--- config.mk ---
export PLATFORM = sky130hd
export DESIGN_NAME = kpm_top
export DESIGN_NICKNAME = d
export VERILOG_FILES = /design/src/pkg/kpm_pkg.sv /design/src/core/kpm_sync.sv /design/src/core/kpm_top.sv
export SDC_FILE = /design/constraint.sdc
export NUM_CORES = 1
export LEC_CHECK = 0
export BUFFER_PORTS_ARGS = -buffer_cell sky130_fd_sc_hd__clkbuf_2
export CORE_MARGIN = 4
export CORE_UTILIZATION = 53
export DETAILED_ROUTE_END_ITERATION = 10
export GPL_ROUTABILITY_DRIVEN = 0
export GPL_TIMING_DRIVEN = 0
export PLACE_DENSITY = 0.79
export SETUP_SLACK_MARGIN = 0.5
export SLEW_MARGIN = 20
export SYNTH_ARGS = -nofsm -noshare
export SYNTH_HDL_FRONTEND = slang
export SYNTH_SLANG_ARGS = --single-unit
export TNS_END_PERCENT = 5
--- constraint.sdc ---
create_clock -name clk_i -period 2.02 [get_ports clk_i]
set_clock_uncertainty 0.1 [all_clocks]
set_input_delay 0.101 -clock clk_i [delete_from_list [all_inputs] [get_ports clk_i]]
set_output_delay 0.101 -clock clk_i [all_outputs]
set_load 0.05 [all_outputs]
--- src/pkg/kpm_pkg.sv ---
/*
  Shared constants of the keypanel process image block: register offsets,
  byte positions inside the process image, reset values and colour codes.
  Assumes a 32-bit classic Wishbone slave with byte addressing.
*/
package kpm_pkg;

  // Number of keys, LEDs, sensed lines and driven outputs
  localparam int KPM_CHANNELS = 8;

  // Register byte offsets
  localparam logic [7:0] KPM_OFS_INIMG = 8'h00;  // Input image, read only
  localparam logic [7:0] KPM_OFS_OUTIMG = 8'h04;  // Output image, read/write
  localparam logic [7:0] KPM_OFS_COLOUR = 8'h08;  // Decoded colours, read only
  localparam logic [7:0] KPM_OFS_CTRL = 8'h0c;  // Control, read/write

  // Byte positions in the input image word
  localparam int KPM_IN_KEY_BYTE = 0;   // Key states
  localparam int KPM_IN_LINE_BYTE = 1;  // Sensed line levels

  // Byte positions in the output image word
  localparam int KPM_OUT_RED_BYTE = 0;   // Red components
  localparam int KPM_OUT_GRN_BYTE = 1;   // Green components
  localparam int KPM_OUT_BLU_BYTE = 2;   // Blue components
  localparam int KPM_OUT_DOUT_BYTE = 3;  // Digital outputs

  // Control bit positions
  localparam int KPM_CTRL_LAMP_TEST_BIT = 0;  // Force all LEDs white
  localparam int KPM_CTRL_DOUT_OFF_BIT = 1;   // Force all outputs low

  // Reset values
  localparam logic [31:0] KPM_OUTIMG_RST = 32'h0000_0000;
  localparam logic [1:0] KPM_CTRL_RST = 2'h0;
  localparam logic [15:0] KPM_INIMG_RST = 16'h0000;

  // Colour codes reported per LED, three bits each
  localparam logic [2:0] KPM_COL_OFF = 3'h0;
  localparam logic [2:0] KPM_COL_RED = 3'h1;
  localparam logic [2:0] KPM_COL_GREEN = 3'h2;
  localparam logic [2:0] KPM_COL_BLUE = 3'h3;
  localparam logic [2:0] KPM_COL_YELLOW = 3'h4;
  localparam logic [2:0] KPM_COL_WHITE = 3'h5;

endpackage : kpm_pkg

--- src/core/kpm_sync.sv ---
/*
  Two flip-flop level synchroniser for a group of pin inputs.
  Assumes the inputs are quasi-static levels from outside the clock domain;
  no relation between bits of the group is kept across the crossing.
*/
`timescale 1ns/100ps
`default_nettype none

module kpm_sync #(
  parameter int WIDTH = 16
) (
  input wire logic clk_i,
  input wire logic rst_i,
  input wire logic [WIDTH-1:0] async_i,
  output logic [WIDTH-1:0] sync_o
);

  logic [WIDTH-1:0] meta_r;  // First stage, read only by second stage
  logic [WIDTH-1:0] sync_r;  // Second stage, safe to use

  // Two stages; the first may go metastable and nothing else looks at it
  always_ff @(posedge clk_i)
  begin
    if (rst_i)
    begin
      meta_r <= '0;
      sync_r <= '0;
    end
    else
    begin
      meta_r <= async_i;
      sync_r <= meta_r;
    end
  end

  assign sync_o = sync_r;

endmodule : kpm_sync

`default_nettype wire

--- src/core/kpm_top.sv ---
/*
  Process image block of an 8-key panel: packs key states and sensed line
  levels into two input bytes, takes red, green, blue and digital output
  bytes from software, decodes each LED colour and drives the outputs.
  Assumes a classic Wishbone master on clk_i, pins that are asynchronous
  levels, and that the controller's image is moved by software over the bus.
*/
// The register offsets and the Wishbone register port are this design's own decisions.
// Notes on behaviour
// RL1: Image ignores every safety channel state
// RL2: Key n goes to input byte 0 bit n
// RL3: Sensed line n goes to byte 1 bit n
// RL4: Red, green, blue come from output bytes 0-2
// RL5: Decode single, yellow, white; others stay dark
// RL6: Controller sets bit x across three bytes
// RL7: Output n follows output byte 3 bit n
`timescale 1ns/100ps
`default_nettype none

module kpm_top
  import kpm_pkg::*;
(
  input wire logic clk_i,
  input wire logic rst_i,
  // Classic Wishbone slave
  input wire logic wb_cyc_i,
  input wire logic wb_stb_i,
  input wire logic wb_we_i,
  input wire logic [7:0] wb_adr_i,
  input wire logic [3:0] wb_sel_i,
  input wire logic [31:0] wb_dat_i,
  output logic [31:0] wb_dat_o,
  output logic wb_ack_o,
  // Panel pins
  input wire logic [7:0] key_i,
  input wire logic [7:0] sensed_line_bit_i,
  output logic [7:0] led_red_o,
  output logic [7:0] led_grn_o,
  output logic [7:0] led_blu_o,
  output logic [7:0] dout_o
);

  // Colour decode of one LED from its three component bits
  function automatic logic [2:0] kpm_colour(input logic r, input logic g, input logic b);
    logic [2:0] code;
    code = KPM_COL_OFF;
    case ({r, g, b})
      3'h4: code = KPM_COL_RED;
      3'h2: code = KPM_COL_GREEN;
      3'h1: code = KPM_COL_BLUE;
      3'h6: code = KPM_COL_YELLOW;
      3'h7: code = KPM_COL_WHITE;
      default: code = KPM_COL_OFF;  // Red+blue and green+blue stay dark
    endcase
    return code;
  endfunction : kpm_colour

  // Synchronised pin levels
  logic [15:0] pins_s;     // {lines, keys} after two flops
  logic [7:0] key_s;       // Key states
  logic [7:0] line_s;      // Sensed line levels

  // Process image and control state
  logic [15:0] inimg_r;    // Input image seen by software
  logic [31:0] outimg_r;   // Output image written by software
  logic [1:0] ctrl_r;      // Lamp test and output kill

  // Bus state
  logic ack_r;             // Acknowledge, one cycle per request
  logic [31:0] rdat_r;     // Registered read data

  // LED and output drivers
  logic [7:0] red_r;
  logic [7:0] grn_r;
  logic [7:0] blu_r;
  logic [7:0] dout_r;

  // Decoding wires
  wire bus_req = wb_cyc_i & wb_stb_i & ~ack_r;  // New request, not yet acked
  wire bus_wr = bus_req & wb_we_i;              // Write strobe
  wire hit_inimg = (wb_adr_i[7:2] == KPM_OFS_INIMG[7:2]);
  wire hit_outimg = (wb_adr_i[7:2] == KPM_OFS_OUTIMG[7:2]);
  wire hit_colour = (wb_adr_i[7:2] == KPM_OFS_COLOUR[7:2]);
  wire hit_ctrl = (wb_adr_i[7:2] == KPM_OFS_CTRL[7:2]);
  wire lamp_test = ctrl_r[KPM_CTRL_LAMP_TEST_BIT];
  wire dout_off = ctrl_r[KPM_CTRL_DOUT_OFF_BIT];
  wire [7:0] red_plane = outimg_r[KPM_OUT_RED_BYTE*8 +: 8];
  wire [7:0] grn_plane = outimg_r[KPM_OUT_GRN_BYTE*8 +: 8];
  wire [7:0] blu_plane = outimg_r[KPM_OUT_BLU_BYTE*8 +: 8];
  wire [7:0] dout_plane = outimg_r[KPM_OUT_DOUT_BYTE*8 +: 8];
  wire [23:0] colour_w;    // Three-bit colour code per LED
  wire [7:0] red_nxt;
  wire [7:0] grn_nxt;
  wire [7:0] blu_nxt;
  wire [7:0] dout_nxt;
  wire [31:0] rdat_nxt;

  // Pins cross into the clock domain before anything reads them
  kpm_sync #(
    .WIDTH(16)
  ) u_sync (
    .clk_i(clk_i),
    .rst_i(rst_i),
    .async_i({sensed_line_bit_i, key_i}),
    .sync_o(pins_s)
  );

  assign key_s = pins_s[7:0];
  assign line_s = pins_s[15:8];

  // Input image is built from keys and lines only; no safety input exists here
  always_ff @(posedge clk_i)
  begin
    if (rst_i)
    begin
      inimg_r <= KPM_INIMG_RST;
    end
    else
    begin
      inimg_r[KPM_IN_KEY_BYTE*8 +: 8] <= key_s;    // RL1 RL2
      inimg_r[KPM_IN_LINE_BYTE*8 +: 8] <= line_s;  // RL1 RL3
    end
  end

  // Write strobe of each byte lane of the output image
  wire [3:0] lane_we;  // One strobe per select bit
  genvar lane;
  generate
    for (lane = 0; lane < 4; lane++)
    begin : g_lane
      assign lane_we[lane] = bus_wr & hit_outimg & wb_sel_i[lane];  // RL4 RL7
    end
  endgenerate

  // Output image; one process owns the whole word, so no lane has a second
  // driver, and a partial write leaves the other lanes untouched
  always_ff @(posedge clk_i)
  begin
    if (rst_i)
    begin
      outimg_r <= KPM_OUTIMG_RST;
    end
    else
    begin
      for (int k = 0; k < 4; k++)
      begin
        if (lane_we[k])
        begin
          outimg_r[k*8 +: 8] <= wb_dat_i[k*8 +: 8];  // RL4 RL7
        end
      end
    end
  end

  // Control register lives in the low lane
  always_ff @(posedge clk_i)
  begin
    if (rst_i)
    begin
      ctrl_r <= KPM_CTRL_RST;
    end
    else if (bus_wr && hit_ctrl && wb_sel_i[0])
    begin
      ctrl_r <= wb_dat_i[1:0];
    end
  end

  // Per-LED colour decode and physical element drive
  genvar led;
  generate
    for (led = 0; led < KPM_CHANNELS; led++)
    begin : g_led
      // Colour is taken from bit led of each of the three planes
      assign colour_w[led*3 +: 3] = kpm_colour(red_plane[led], grn_plane[led],
                                               blu_plane[led]);  // RL4 RL5
      // Yellow lights red and green elements; white lights all three
      assign red_nxt[led] = lamp_test |
                            (colour_w[led*3 +: 3] == KPM_COL_RED) |
                            (colour_w[led*3 +: 3] == KPM_COL_YELLOW) |
                            (colour_w[led*3 +: 3] == KPM_COL_WHITE);  // RL5
      assign grn_nxt[led] = lamp_test |
                            (colour_w[led*3 +: 3] == KPM_COL_GREEN) |
                            (colour_w[led*3 +: 3] == KPM_COL_YELLOW) |
                            (colour_w[led*3 +: 3] == KPM_COL_WHITE);  // RL5
      assign blu_nxt[led] = lamp_test |
                            (colour_w[led*3 +: 3] == KPM_COL_BLUE) |
                            (colour_w[led*3 +: 3] == KPM_COL_WHITE);  // RL5
    end
  endgenerate

  // Kill bit overrides the image so a stuck controller image can be muted
  assign dout_nxt = dout_off ? 8'h00 : dout_plane;  // RL7

  // Output drivers are flops so pins never see decode glitches
  always_ff @(posedge clk_i)
  begin
    if (rst_i)
    begin
      red_r <= 8'h00;
      grn_r <= 8'h00;
      blu_r <= 8'h00;
      dout_r <= 8'h00;
    end
    else
    begin
      red_r <= red_nxt;
      grn_r <= grn_nxt;
      blu_r <= blu_nxt;
      dout_r <= dout_nxt;  // RL7
    end
  end

  // Read selection; unmapped addresses read as zero
  assign rdat_nxt = hit_inimg ? {16'h0000, inimg_r} :
                    hit_outimg ? outimg_r :
                    hit_colour ? {8'h00, colour_w} :
                    hit_ctrl ? {30'h0000_0000, ctrl_r} :
                    32'h0000_0000;

  // Answer every request after one cycle, even unmapped ones, so no master hangs
  always_ff @(posedge clk_i)
  begin
    if (rst_i)
    begin
      ack_r <= 1'b0;
      rdat_r <= 32'h0000_0000;
    end
    else
    begin
      ack_r <= bus_req;
      if (bus_req && !wb_we_i)
      begin
        rdat_r <= rdat_nxt;
      end
    end
  end

  assign wb_ack_o = ack_r;
  assign wb_dat_o = rdat_r;
  assign led_red_o = red_r;
  assign led_grn_o = grn_r;
  assign led_blu_o = blu_r;
  assign dout_o = dout_r;
endmodule : kpm_top

`default_nettype wire

==> run metrics, run 1 <==
count of cell types in the netlist 52; # setup viols final 0; Detail Route Antenna Nets 0; number of global-route vias before repair 5253; normalized max-slew margin 61.0%; GRT busiest layer met2; clk slew on worst S/H paths 60 ps; grt met2 use 49.8%; Crit path depth 5; die area 12100 um^2; syn_area_per_cell 9.49 um^2; Site Rows 36; final core utilization 76.5%; Synth Instances roughly 580; vias 5118; yosys synthesis warning count 0; drt pass-1 iters 5; clk_lat worst skew 530 ps; Core Region between 9000 and 10000 um^2; Fin Setup TNS 0 ps; mapped cell area 5520 um^2; most frequent cells in the layout dfxtp_1 (145), clkbuf_2 (133), nor2_1 (75); ratio of cells with drive above 1 in the final layout 24.7%; slowest stage cell, crit path or3_1; RR Endpoint wb_dat_o[0]; Routed WL 16700 um; most common cell after layout, fill and taps aside dfxtp_1; Layout area overhead 38.0%; syn nets 646; n_diodes 0; RSZ-0062 raised after global routing true; total power 6380 uW; Seq/Total Area, Yosys 53.3%; WP buf/inv 1; CTS Buf Count 17; initial DRC count 531; H-tree depth 4; cell accounting for the most synthesized area dfxtp_1; clock sink count roughly 150; initial antenna violation count 0; Min Clock Period, post-route about 1700 ps; root buffer cell clkbuf_8; largest stage delay on the critical path 410 ps; Critical Path Sink wb_dat_o[0]; number of flops mapped to enable cells by yosys 0; Critical Path AT 2030 ps; R2R setup slack 350 ps; Final nets 850; R2R depth 5; fin. max-slew vios 0; commonest register cell after synthesis dfxtp_1; gr usage total about 29%; HPWL after DPL 10400 um; Worst Tran Pin Value just under 600 ps; Crit Path Category reg2reg; Post-synth ARST share 0%; Tcrit/Tclk final 82.8%; Die Ht 110 um; Hold WC Path Type in2reg; grt total ovfl 0; # DRC 0; Peak Freq about 600 MHz; fillers between 600 and 700; CTS max path bufs 2; Port Buf Inserts 126; top post-synthesis cells by area dfxtp_1 (53%), mux2i_1 (6.4%), nor2b_1 (5.8%), nor2_1 (5.1%), a21oi_1 (4.1%); Sequential Area between 2000 and 3000 um^2; Die X-Extent 110 um; CTS tree yes; CP Capture Type flip-flop; leak pwr around 0.0034 uW; pin count of the biggest net entering global routing 17; DR WL/cell 17.9 um; worst path cell trace clkbuf_2 > nor3b_1 > a211oi_1 > or3_1 > a21oi_1; pwr/cell area 838 nW/um^2; area of the multi-input gates 2460 um^2; M1 GR Usage 32.8%; Final Hold Fails 0; met3 Resource Use GR 5.53%; initial core utilization 55.4%; Max Cap Violations 0; critical path peak fanout 9; first-pass GRT wire length between 20000 and 30000 um; IO Count 130; outcome finished clean; Synth Register Bits 147; worst r2r src outimg_r[0]; Worst Path Required about 2400 ps; share of the synthesized area in the top cell type 53.3%; largest vdd supply drop approximately 0.61 mV; Worst setup SP type flip-flop; Critical path origin outimg_r[0]; Hold Slack 52.6 ps; Top delay family on crit path simple AND/OR/NAND/NOR gates; Via density 5.50
## layer usage
metal	share of wire, %	wire [um]	vias to the layer above
met5	0	0	-
met4	4.6	771	0
met3	8.7	1450	71
met2	50	8420	281
met1	36	6030	2397
li1	-	-	2369
## worst min-delay path by stage
| stage | cells past startpoint | to | slack, ps | start |
|---|---|---|---|---|
| global route | 4 | wb_dat_o[7] | 80 | wb_cyc_i |
| CTS | 4 | wb_dat_o[7] | 30 | wb_cyc_i |
| finish | 4 | wb_dat_o[7] | 50 | wb_cyc_i |
| floorplan | 2 | wb_ack_o | 110 | wb_stb_i |
| global placement | 2 | u_sync.meta_r[1] | 210 | key_i[1] |
| detailed placement | 2 | u_sync.meta_r[0] | 210 | key_i[0] |
## synthesized netlist by cell type, types with 2 or more instances
cell type and n:
o21ai_0 22, a32oi_1 2, buf_6 2, nand3_1 11, and3_1 5, nand4_2 3
and2_0 3, nor3_1 4, a21o_1 2, inv_1 2, mux2i_1 35, nand2b_1 26
nand2_1 15, clkbuf_1 41, and2_1 9, dfxtp_1 147, a22oi_1 10, buf_1 5
nor2b_1 51, o211ai_1 4, a211oi_1 3, o21a_1 2, nand4_1 3, o22ai_1 2
nor2_2 2, nor2_1 75, nor3b_1 4, a31oi_1 4, a22o_1 2, a21oi_1 45
xnor2_1 14, buf_2 3, a221oi_1 4
## timing repair
action | 4_1_cts | 5_1_grt
resized for setup | 25 | 16
endpoints found under the setup margin | 64 | 75
setup buffers | 3 | 0
hold buffers | 56 | 0
endpoints found under the hold margin | 57 | 0
pin swaps | 4 | 3
## tightest hold or removal path, cell delays in order
cell	delay, ps
clkbuf_2	130
nand4bb_4	130
clkbuf_8	190
o41ai_1	90
## layout make-up
type	count	share of cell area [%]
Buffer	51	3.30
Timing Repair Buffer	185	16.0
Multi-Input combinational cell	381	32.3
Sequential cell	147	38.7
Inverter	2	0.0986
Clock buffer	18	5.62
Tap cell	133	2.19
Clock inverter	13	1.79
## sequential cells by signal (all words and copies together) (netlist names)
name           cells
wb_dat_o          32
dout_o             8
ctrl_r             2
outimg_r          32
inimg_r           16
led_blu_o          8
u_sync.meta_r     16
led_grn_o          8
u_sync.sync_o     16
led_red_o          8
wb_ack_o           1
## report_power, final
| part | switching (uW) | internal (uW) |
|---|---|---|
| logic | 238 | 192 |
| registers | 18.9 | 2950 |
| clock network | 1200 | 1780 |
| total | 1460 | 4920 |
## kinds of logic (layout without fill, tap and decap cells)
| family | after synthesis | count (layout) | synth area share, % |
|---|---|---|---|
| buf+inv | 53 | 269 | 3.95 |
| mux | 36 | 36 | 6.55 |
| compound gates | 109 | 109 | 11.9 |
| xor+xnor | 15 | 15 | 2.38 |
| simple gates | 221 | 221 | 21.8 |
| flops | 147 | 147 | 53.3 |
## through the flow
stage               cell area, um^2  setup slack, ps  cells
CTS                            7580              465    930
finish                         7610              347    930
global route                   7610              247    930
global placement               6320              130    840
detailed placement             6320             74.2    840
floorplan                      5520              334    581
Note: power is estimated with default switching activity, not from simulation.
==> run 2: changes to the inputs <==
==> constraint.sdc (replaced) <==
create_clock -name clk_i -period 1.6 [get_ports clk_i]
set_clock_uncertainty 0.1 [all_clocks]
set_input_delay 0.08 -clock clk_i [delete_from_list [all_inputs] [get_ports clk_i]]
set_output_delay 0.08 -clock clk_i [all_outputs]
set_load 0.05 [all_outputs]
==> run metrics, run 2 (synthesized netlist as in run 1, its figures left out) <==
outcome finished, violations left (was finished clean); failing checks DRC, setup timing; pin count of the biggest net entering global routing 17 (unchanged); Peak Freq 555 MHz (was 598 MHz); initial core utilization 55.4% (unchanged); combinational share of power 8.0% (was 6.7%); Site Rows 36 (unchanged); Setup WS pre-CTS -412 ps (was 74.2 ps); Final nets 862 (was 850); Critical Path AT 2150 ps (was 2030 ps); Worst Path Required 1950 ps (was 2380 ps); total power 8320 uW (was 6380 uW); most frequent cells in the layout dfxtp_1 (83), clkbuf_2 (78), nor2_1 (72) (was dfxtp_1 (145), clkbuf_2 (133), nor2_1 (75)); # setup viols final 41 (was 0); Port Buf Inserts 126 (unchanged); Die X-Extent 110 um (unchanged); Critical path origin ctrl_r[0] (was outimg_r[0]); IO Count 130 (unchanged); Layout area overhead 57.9% (was 38.0%); gr usage total 30.6% (was 28.8%); Die Ht 110 um (unchanged); Crit Path Category reg2reg (unchanged); number of global-route vias before repair 5294 (was 5253); Clock power frac 46.8% (was 46.7%); Hold Path Cell Cnt 4 (unchanged); worst hold start wb_adr_i[6] (was wb_cyc_i); HPWL after DPL 10400 um (about the same); initial DRC count 903 (was 531); vias 6041 (was 5118); fin. max-slew vios 0 (unchanged); initial antenna violation count 1 (was 0); Tcrit/Tclk final 113% (was 82.8%); CTS Buf Count 17 (unchanged); most common cell after layout, fill and taps aside dfxtp_1 (unchanged); H-tree depth 4 (unchanged); critical path peak fanout 10 (was 9); Fin Setup TNS -2290 ps (was 0 ps); share of power burned in registers 45.2% (was 46.5%); CTS max path bufs 2 (unchanged); Pint 6290 uW (was 4920 uW); Non-Filler Instances 944 (was 930); clk slew on worst S/H paths 70 ps (was 60 ps); Detail Route Antenna Nets 0 (unchanged); Max Cap Violations 0 (unchanged); die area 12100 um^2 (unchanged); fillers 385 (was 649); ratio of cells with drive above 1 in the final layout 39.5% (was 24.7%); normalized max-slew margin 37.6% (was 61.0%); # DRC 31 (was 0); largest vdd supply drop 0.597 mV (was 0.609 mV); Switching Power 2030 uW (was 1460 uW); Hold WC Path Type in2reg (unchanged); Final Hold Fails 0 (unchanged); R2R setup slack -200 ps (was 350 ps); CP Capture Type flip-flop (unchanged); Via density 6.40 (was 5.50); setup slack after layout -202 ps (was 347 ps); DP Cell Count 840 (unchanged); root buffer cell clkbuf_8 (unchanged); drt pass-1 iters 11 (was 5); CTS tree yes (unchanged); clock sink count 147 (unchanged); grt total ovfl 0 (unchanged); largest stage delay on the critical path 540 ps (was 410 ps); worst path cell trace clkbuf_2 > clkbuf_1 > a21oi_1 > nor2_1 (was clkbuf_2 > nor3b_1 > a211oi_1 > or3_1 > a21oi_1); clk_lat worst skew 550 ps (was 530 ps); R2R depth 4 (was 5); DR WL/cell 25.2 um (was 17.9 um); pwr/cell area 954 nW/um^2 (was 838 nW/um^2); worst r2r src ctrl_r[0] (was outimg_r[0]); switching part of the total 24.4% (was 22.9%); Routed WL 23800 um (was 16700 um); first-pass GRT wire length 27500 um (was 26300 um); Worst setup SP type flip-flop (unchanged); Core Region 9950 um^2 (unchanged); RSZ-0062 raised after global routing true (unchanged); Worst Tran Pin Value 937 ps (was 585 ps); Min Clock Period, post-route 1800 ps (was 1670 ps); leak pwr 0.00369 uW (was 0.00335 uW); slowest stage cell, crit path clkbuf_1 (was or3_1)
==> run 2: cell types whose count changed in the layout (fill, tap and decap cells not counted), moves of 8 or more <==
cell      delta
dfxtp_1     -62
a22oi_1      -8
a22oi_2      +8
dfxtp_2     +61
o21ai_0     -14
clkbuf_2    -55
clkbuf_1    -10
buf_6       +10
buf_8       +63
o21ai_1      +8
==> run 2: metrics by stage <==
step / instance area [um^2] / hold WS [ps] / utilization, %
2_1_floorplan: 5520 / 88.6 / -
3_3_place_gp: 6320 / 187 / 63.5
3_5_place_dp: 6320 / 192 / 63.5
4_1_cts: 7700 / -55.1 / 77.4
5_1_grt: 8710 / 35.3 / 87.5
6_report: 8710 / 54.2 / 87.5
==> run 2: final cells by class <==
type / count / area, um^2 / area share [%]
Antenna cell: 1 / 2.50 / 0.0287
Buffer: 51 / 324 / 3.72
Clock buffer: 20 / 435 / 5.00
Clock inverter: 12 / 131 / 1.51
Inverter: 2 / 7.51 / 0.0862
Multi-Input combinational cell: 382 / 2640 / 30.3
Sequential cell: 147 / 3030 / 34.8
Tap cell: 133 / 166 / 1.91
Timing Repair Buffer: 196 / 1980 / 22.7
==> run 2: per-layer routing <==
metal / part of all wire (%) / track usage [%]
met1: 32 / 34.2
met2: 45 / 50.7
met3: 12 / 10.1
met4: 9.9 / 18.0
met5: 0 / 0
==> run 2: path summary, 6_finish.rpt <==
| check | endpoint |
|---|---|
| max | led_grn_o[2] |
| min | wb_dat_o[7] |
| max reg2reg | led_grn_o[2] |
| min reg2reg | u_sync.sync_o[10] |
==> run 2: critical path: cells and delay by family (launching register included) <==
kind | cells | cell delay (ps)
AND/OR/NAND/NOR | 1 | 220
buffers and inverters | 2 | 820
AO/OA/AOI/OAI | 1 | 210
flip-flops | 1 | 360
==> run 2: timing repair <==
action / 4_1_cts / 5_1_grt
cloned: 2 / 1
gates resized for setup: 38 / 485
endpoints found under the setup margin: 155 / 163
pin swaps: 9 / 28
endpoints found under the hold margin: 57 / 0
setup buffers: 9 / 4
hold buffers: 55 / 0
==> run 2: power groups by stage <==
stage	Sequential, uW	Clock, uW	Combinational [uW]
after floorplan	3880	0	170
after global placement	3820	0	377
after detailed placement	3830	0	386
after CTS	3750	3780	532
after global routing	3760	4010	681
final	3760	3900	665
